### src/nbwc_cfg.svh
// constants for the nonvolatile byte write controller
`ifndef NBWC_CFG_SVH
`define NBWC_CFG_SVH
`define NBWC_CTRL_ADDR     12'hFCE
`define NBWC_ARRAY_BASE    12'h400
`define NBWC_CTRL_RESET    8'h00
`define NBWC_BIT_GATE      7
`define NBWC_BIT_SEL_HI    6
`define NBWC_BIT_SEL_LO    4
`define NBWC_BIT_PERMIT    3
`define NBWC_BIT_BUSY      2
`define NBWC_CLK_MHZ       50
`define NBWC_GATE_US       15
`define NBWC_GATE_CYCLES   (`NBWC_GATE_US * `NBWC_CLK_MHZ)
`define NBWC_TIME_MULT     18
`define NBWC_EXP_MAX       13
`define NBWC_SEL_LAST      3'h5
`define NBWC_UNDEF_BYTE    8'hFF
`endif

### src/nbwc_pkg.sv
// types for the nonvolatile byte write controller
package nbwc_pkg;
	typedef enum logic [1:0] {NBWC_IDLE, NBWC_ERASE, NBWC_PROG} nbwc_state_e;
	typedef logic [7:0] nbwc_byte_t;
endpackage : nbwc_pkg

### src/nbwc_timer.sv
// write duration down counter for the nonvolatile byte write controller
`timescale 1ns/100ps
`include "nbwc_cfg.svh"
module nbwc_timer (
	// clock and reset
	input  wire logic        i_ref_clk,
	input  wire logic        i_reset_n,
	// control
	input  wire logic        i_start,
	input  wire logic        i_abort,
	input  wire logic [2:0]  i_sel,
	// status
	output logic             o_done,
	output logic [17:0]      o_count
);
	logic [17:0] count_q, count_d;
	logic        done_q, done_d;
	logic [17:0] load_v;

	// duration is 18 shl (13 - code); prohibited codes fall back to shortest
	always_comb begin
		load_v = 18'h00000;
		if (i_sel <= `NBWC_SEL_LAST) begin
			load_v = 18'(`NBWC_TIME_MULT) << (5'(`NBWC_EXP_MAX) - {2'h0, i_sel});
		end else begin
			load_v = 18'(`NBWC_TIME_MULT) << 8;
		end
	end

	// count down, pulse done on the last counted cycle
	// done is flagged one edge early so the owner drops busy after exactly the loaded count
	always_comb begin
		count_d = count_q;
		done_d  = 1'b0;
		if (i_abort) begin
			count_d = 18'h00000;
		end else if (i_start) begin
			count_d = load_v;
		end else if (count_q != 18'h00000) begin
			count_d = count_q - 18'h00001;
			done_d  = (count_q == 18'h00002);
		end
	end

	always_ff @(posedge i_ref_clk) begin
		if (!i_reset_n) begin
			count_q <= 18'h00000;
			done_q  <= 1'b0;
		end else begin
			count_q <= count_d;
			done_q  <= done_d;
		end
	end

	assign o_done  = done_q;
	assign o_count = count_q;
endmodule : nbwc_timer

### src/nbwc_ctrl.sv
// top of the nonvolatile byte write controller: control register, array, sequencing
`timescale 1ns/100ps
`include "nbwc_cfg.svh"
module nbwc_ctrl (
	// clock and reset
	input  wire logic        i_ref_clk,
	input  wire logic        i_reset_n,
	// cpu data memory access, byte wide
	input  wire logic [11:0] i_addr,
	input  wire logic        i_wr,
	input  wire logic        i_rd,
	input  wire logic [7:0]  i_wdata,
	output logic [7:0]       o_rdata,
	// power modes
	input  wire logic        i_stop_mode,
	input  wire logic        i_halt_mode,
	// write done request and its enable
	input  wire logic        i_irq_enable,
	input  wire logic        i_irq_ack,
	output logic             o_nvm_write_done_irq,
	output logic             o_write_done_request_flag,
	// status mirrors
	output logic             o_nvm_write_busy,
	output logic             o_read_ready
);
	// control fields
	logic                    gate_q, gate_d;        // nvm_read_gate
	logic [2:0]              sel_q, sel_d;          // write_time_select
	logic                    permit_q, permit_d;    // nvm_write_permit
	nbwc_pkg::nbwc_state_e   state_q, state_d;
	logic [3:0]              waddr_q, waddr_d;      // latched target index
	nbwc_pkg::nbwc_byte_t    wdata_q, wdata_d;      // latched target byte
	logic                    req_q, req_d;          // write_done_request_flag
	logic                    irq_q, irq_d;
	logic [9:0]              gcnt_q, gcnt_d;        // read gate settle counter
	nbwc_pkg::nbwc_byte_t    rdata_q, rdata_d;
	logic                    busy_q, busy_d;        // nvm_write_busy, registered for the pin
	logic                    ready_q, ready_d;      // gate settled, registered for the pin
	nbwc_pkg::nbwc_byte_t    mem_q [16];
	logic                    busy_v;
	logic                    hit_ctrl, hit_array, start_v, abort_v, t_done;
	logic [17:0]             t_count;

	assign busy_v    = (state_q != nbwc_pkg::NBWC_IDLE);
	assign hit_ctrl  = (i_addr == `NBWC_CTRL_ADDR);
	assign hit_array = (i_addr[11:4] == 8'(`NBWC_ARRAY_BASE >> 4));
	// only an idle, permitted array write starts a cycle; array writes while busy vanish
	assign start_v   = i_wr && hit_array && permit_q && !busy_v;
	// permit cleared or stop mode kills the write; halt mode is not looked at
	assign abort_v   = busy_v && (!permit_q || i_stop_mode);

	nbwc_timer u_timer (
		.i_ref_clk (i_ref_clk),
		.i_reset_n (i_reset_n),
		.i_start   (start_v),
		.i_abort   (abort_v),
		.i_sel     (sel_q),
		.o_done    (t_done),
		.o_count   (t_count)
	);

	// control register writes load the whole byte at once
	always_comb begin
		gate_d   = gate_q;
		sel_d    = sel_q;
		permit_d = permit_q;
		if (i_wr && hit_ctrl) begin
			gate_d   = i_wdata[`NBWC_BIT_GATE];
			sel_d    = i_wdata[`NBWC_BIT_SEL_HI:`NBWC_BIT_SEL_LO];
			permit_d = i_wdata[`NBWC_BIT_PERMIT];
		end
	end

	// write sequencer: erase until the count drops below 0x480, then program, timer owns duration
	always_comb begin
		state_d = state_q;
		waddr_d = waddr_q;
		wdata_d = wdata_q;
		case (state_q)
			nbwc_pkg::NBWC_IDLE: begin
				if (start_v) begin
					state_d = nbwc_pkg::NBWC_ERASE;
					waddr_d = i_addr[3:0];
					wdata_d = i_wdata;
				end
			end
			nbwc_pkg::NBWC_ERASE: begin
				if (abort_v || t_done) begin
					state_d = nbwc_pkg::NBWC_IDLE;
				end else if (t_count[17:1] == 17'h00000) begin
					state_d = nbwc_pkg::NBWC_PROG;
				end else if (t_count < 18'h00480) begin
					state_d = nbwc_pkg::NBWC_PROG;
				end
			end
			nbwc_pkg::NBWC_PROG: begin
				if (abort_v || t_done) begin
					state_d = nbwc_pkg::NBWC_IDLE;
				end
			end
			default: begin
				state_d = nbwc_pkg::NBWC_IDLE;
			end
		endcase
		// busy pin follows the next state so it lines up with state_q
		busy_d = (state_d != nbwc_pkg::NBWC_IDLE);
	end

	// array cells: each cell updates only on a finished or aborted write
	genvar gi;
	generate
		for (gi = 0; gi < 16; gi++) begin : g_cell
			nbwc_pkg::nbwc_byte_t cell_d;
			always_comb begin
				cell_d = mem_q[gi];
				if (busy_v && waddr_q == 4'(gi)) begin
					if (i_stop_mode) begin
						cell_d = `NBWC_UNDEF_BYTE;
					end else if (!permit_q) begin
						cell_d = 8'h00;
					end else if (t_done) begin
						cell_d = wdata_q;
					end
				end
			end
			always_ff @(posedge i_ref_clk) begin
				mem_q[gi] <= cell_d;
			end
		end
	endgenerate

	// read gate settle counter and read data
	always_comb begin
		gcnt_d = gcnt_q;
		if (!gate_q) begin
			gcnt_d = 10'h000;
		end else if (gcnt_q != 10'(`NBWC_GATE_CYCLES)) begin
			gcnt_d = gcnt_q + 10'h001;
		end
		// ready pin built from next values so it matches the read path timing
		ready_d = gate_d && (gcnt_d == 10'(`NBWC_GATE_CYCLES));
		rdata_d = rdata_q;
		if (i_rd && hit_ctrl) begin
			rdata_d = {gate_q, sel_q, permit_q, busy_v, 2'h0};
		end else if (i_rd && hit_array) begin
			if (busy_v) begin
				rdata_d = `NBWC_UNDEF_BYTE;
			end else if (gate_q && gcnt_q == 10'(`NBWC_GATE_CYCLES)) begin
				rdata_d = mem_q[i_addr[3:0]];
			end else begin
				rdata_d = 8'h00;
			end
		end else if (i_rd) begin
			rdata_d = 8'h00;
		end
	end

	// done request: sticky until ack, set beats ack
	always_comb begin
		req_d = req_q;
		if (i_irq_ack) begin
			req_d = 1'b0;
		end
		if (t_done && !abort_v) begin
			req_d = 1'b1;
		end
		irq_d = req_d && i_irq_enable;
	end

	// register everything; reset clears the control byte
	always_ff @(posedge i_ref_clk) begin
		if (!i_reset_n) begin
			gate_q   <= 1'b0;
			sel_q    <= 3'h0;
			permit_q <= 1'b0;
			state_q  <= nbwc_pkg::NBWC_IDLE;
			waddr_q  <= 4'h0;
			wdata_q  <= 8'h00;
			req_q    <= 1'b0;
			irq_q    <= 1'b0;
			gcnt_q   <= 10'h000;
			rdata_q  <= 8'h00;
			busy_q   <= 1'b0;
			ready_q  <= 1'b0;
		end else begin
			gate_q   <= gate_d;
			sel_q    <= sel_d;
			permit_q <= permit_d;
			state_q  <= state_d;
			waddr_q  <= waddr_d;
			wdata_q  <= wdata_d;
			req_q    <= req_d;
			irq_q    <= irq_d;
			gcnt_q   <= gcnt_d;
			rdata_q  <= rdata_d;
			busy_q   <= busy_d;
			ready_q  <= ready_d;
		end
	end

	assign o_rdata                   = rdata_q;
	assign o_write_done_request_flag = req_q;
	assign o_nvm_write_done_irq      = irq_q;
	assign o_nvm_write_busy          = busy_q;
	assign o_read_ready              = ready_q;

	// checks
	busy_start_a: assert property (@(posedge i_ref_clk) disable iff (!i_reset_n)
		start_v |=> o_nvm_write_busy) else $error("busy not set at start");
	ignore_busy_a: assert property (@(posedge i_ref_clk) disable iff (!i_reset_n)
		(busy_v && i_wr && hit_array) |=> $stable(waddr_q) && $stable(wdata_q)) else $error("latch moved");
	no_permit_a: assert property (@(posedge i_ref_clk) disable iff (!i_reset_n)
		(!busy_v && !permit_q) |=> !busy_v) else $error("write without permit");
	done_idle_a: assert property (@(posedge i_ref_clk) disable iff (!i_reset_n)
		(t_done && !abort_v) |=> !busy_v && req_q) else $error("done not ending write");
	abort_zero_a: assert property (@(posedge i_ref_clk) disable iff (!i_reset_n)
		(busy_v && !permit_q && !i_stop_mode) |=> mem_q[$past(waddr_q)] == 8'h00) else $error("abort not zero");
	gate_off_a: assert property (@(posedge i_ref_clk) disable iff (!i_reset_n)
		!gate_q |=> !o_read_ready) else $error("ready without gate");
	shortest_a: assert property (@(posedge i_ref_clk) disable iff (!i_reset_n)
		(start_v && sel_q == 3'h5) |=> t_count == 18'h01200) else $error("duration wrong");
	reset_clr_a: assert property (@(posedge i_ref_clk)
		!i_reset_n |=> !gate_q && sel_q == 3'h0 && !permit_q) else $error("reset not cleared");
	halt_keep_a: assert property (@(posedge i_ref_clk) disable iff (!i_reset_n)
		(busy_v && i_halt_mode && permit_q && !i_stop_mode && !t_done) |=> busy_v) else $error("halt stopped");
	// a full write is covered by its completion pulse; the long span would need a counter
	write_c: cover property (@(posedge i_ref_clk) disable iff (!i_reset_n) busy_v && t_done && !abort_v);
	abort_c: cover property (@(posedge i_ref_clk) disable iff (!i_reset_n) busy_v && !permit_q);
	stop_c: cover property (@(posedge i_ref_clk) disable iff (!i_reset_n) busy_v && i_stop_mode);
	irq_c: cover property (@(posedge i_ref_clk) disable iff (!i_reset_n) o_nvm_write_done_irq);
endmodule : nbwc_ctrl

### config.mk
export PLATFORM = sky130hd
export DESIGN_NAME = nbwc_ctrl
export DESIGN_NICKNAME = d
export VERILOG_FILES = /design/src/nbwc_pkg.sv /design/src/nbwc_timer.sv /design/src/nbwc_ctrl.sv
export VERILOG_INCLUDE_DIRS = /design/src
export SDC_FILE = /design/constraint.sdc
export NUM_CORES = 1
export LEC_CHECK = 0
export ABC_CLOCK_PERIOD_IN_PS = 5600
export BUFFER_PORTS_ARGS = -buffer_cell sky130_fd_sc_hd__buf_2
export CORE_ASPECT_RATIO = 0.8
export CORE_MARGIN = 2
export CORE_UTILIZATION = 40
export CTS_CLUSTER_SIZE = 20
export DETAILED_ROUTE_END_ITERATION = 10
export SLEW_MARGIN = 10
export SYNTH_ARGS = -nofsm -noshare
export SYNTH_HDL_FRONTEND = slang
export SYNTH_SLANG_ARGS = --single-unit
### constraint.sdc
create_clock -name i_ref_clk -period 5.6 [get_ports i_ref_clk]
set_input_delay 0.28 -clock i_ref_clk [delete_from_list [all_inputs] [get_ports i_ref_clk]]
set_output_delay 0.28 -clock i_ref_clk [all_outputs]
set_load 0.05 [all_outputs]
==> metrics.yaml <==
worst_setup_path:
  crit_start: "permit_q"
  r2r_slack_ns: 3.07
  path_max_fanout: 13
  setup.worst_path.end_class: "register"
  path_class: "register to register"
  cp.arrival_ns: 2.58
  startpoint_type: "register"
  regToRegStartpoint: "permit_q"
  crit_required_ns: 5.65
logic_synthesis:
  synth_flop_cell: "edfxtp_1"
  synth.most_common_cell: "edfxtp_1"
  synthArstFlopShare: 0
  synth_top_cell_by_area: "edfxtp_1"
  synth_top_area_share: 0.459
  yosysWarnings: 0
  synth_nets: 670
  yosysSeqAreaShare: 0.603
  avgSynthCellArea_um2: 13.3
  synth_cells: 631
  ys_types: 68
  ys_ff_latch: 188
  synth_commonest_cells: "edfxtp_1 (128), dfxtp_1 (60), nand2_1 (58)"
  synth_top_cells_by_area: "edfxtp_1 (46%), dfxtp_1 (14%), mux4_2 (9.2%)"
  syn-cell-area_um2: 8370
  synth_edf_count: 128
cells_and_area:
  drive_gt1_frac: 0.196
  fin_nets: 699
  n_fill_cell: 1791
  multi_input_area_um2: 3130
  seq_area_um2: 5040
  antenna_cells: 0
  final_area_um2: 9400
  syn_to_final_growth_pct: 12.3
power:
  peakVddDrop_mv: 0.270
  p_leak_nw: 3.15
  power.density_nw_per_um2: 353
routing:
  drt_pass1_iterations: 4
  route.met3.wl_um: 1000
  ant_nets: 0
  met2WireLength_um: 8480
  drt-total-wl_um: 18100
  drtIter0Drc: 587
  wl_per_cell_um: 19.3
  routed_via_density: 5.64
  wl_met1_um: 8510
  num_vias: 5312
  highest_layer: "met4"
  drc: 0
sta:
  drv_slew: 0
  finalHoldViolCount: 0
  fin_crit_ns: 2.53
  slew_headroom: 0.339
  setup_viol: 0
  fmax_mhz: 396
  tightest_slew_ns: 0.988
  tns_ns: 0
  clock_skew_ns: 0.0163
  rsz0062_at_grt: "no"
  fin_crit_sh: 0.451
floorplanning:
  core_area_um2: 20600
  rows: 47
  die_w_um: 166
  die_area_um2: 22100
  die-height_um: 133
  io_pins: 40
  initial_core_util: 0.406
job:
  maxCapViolCount: 0
placed_design:
  dp_hpwl_um: 12200
  io_buffers: 38
  placed_cell_area_um2: 8790
  gp_congestion: 0.812
global_route:
  grt_start_max_net_pins: 36
  grt_pass1_wl_um: 29300
  antenna_found_initial: 0
  grt_usage: 0.172
  gr-total-overflow: 0
  grt_pass1_vias: 5281
min_path:
  hp-class: "primary input to register"
  worstHoldStart: "i_irq_enable"
clocking:
  cts_tree: "yes"
  cts.path.max_buffers: 2
  clock_latency_ns: 0.44
  postCtsHoldBufs: 0
  path_clk_slew_ns: 0.07
  cts_root_buf: "clkbuf_16"
  ctsHtreeMaxLevel: 4
  cts_made_buffers: 17
  cts-resized-gates: 0
  post-cts-setup-buffer-count: 0
  cts_sinks: 188
run_status:
  status: "finished, final reports clean"
[final timing paths]
check | endpoint | cells past startpoint
setup / recovery | mem_q[2][7] | 4
hold / removal | o_nvm_write_done_irq | 2
setup reg to reg | mem_q[2][7] | 4
hold reg to reg | wdata_q[4] | 2
[routing by layer]
layer	global-route usage	vias up
li1	-	2482
met1	0.239	2664
met2	0.276	156
met3	0.0419	10
met4	0.0348	0
met5	0	-
[critical path: stages, from the launching register on]
cell and delay [ns]:
dfxtp_1 0.47, nor2b_1 0.23, nor2b_1 0.20, or4_1 0.52, nor2_1 0.72
[power by group]
| part | total [mW] | switching [mW] | internal (mW) |
|---|---|---|---|
| clock | 1.21 | 0.602 | 0.610 |
| combinational | 0.515 | 0.295 | 0.220 |
| sequential | 1.59 | 0.0585 | 1.53 |
[cells by family after synthesis]
family | synth area share
xor+xnor | 0.0147
mux | 0.111
simple gates | 0.135
buf+inv | 0.0248
compound gates | 0.0947
fa+ha+maj | 0.0165
flops | 0.603
[layout make-up]
cell class / instances / share of cell area
sequential: 188 / 0.537
multi-input combinational: 396 / 0.333
clock buffer: 17 / 0.0453
tap: 269 / 0.0358
timing repair buffer: 42 / 0.0234
clock inverter: 15 / 0.0197
inverter: 15 / 0.00599
[flip-flops by register name, summed over array words and instances, names as in the netlist]
register                   flops
gate_q                         1
gcnt_q                        10
mem_q                        128
o_nvm_write_busy               1
o_nvm_write_done_irq           1
o_rdata                        8
o_read_ready                   1
o_write_done_request_flag      1
permit_q                       1
sel_q                          3
state_q                        2
u_timer.o_count               18
u_timer.o_done                 1
waddr_q                        4
wdata_q                        8
[per-stage QoR]
step           total power [mW]  utilization  std cells  setup slack (ns)  hold slack (ns)
6_report                   3.32        0.457        942              3.07           0.0503
5_1_grt                    3.45        0.457        942              2.90           0.0492
4_1_cts                    3.34        0.457        942              3.09           0.0373
3_5_place_dp               2.13        0.427        910              2.91            0.461
3_3_place_gp               2.11        0.427        910              2.95            0.454
2_1_floorplan              2.02            -        631              3.35            0.402
[cells in the final DEF, fill, tap and decap left out, drive strengths merged, types with 10 or more instances in the layout]
master | synthesis | final
inv | 15 | 23
nor2 | 40 | 40
a21oi | 24 | 24
mux4 | 34 | 34
buf | 16 | 42
xnor2 | 10 | 10
o21ai | 24 | 24
nor3 | 15 | 15
nand2 | 59 | 59
nand3 | 16 | 16
clkbuf | 16 | 17
a21boi | 19 | 19
dfxtp | 60 | 60
edfxtp | 128 | 128
mux2i | 13 | 13
ha | 11 | 11
(Power assumes the default switching activity.)
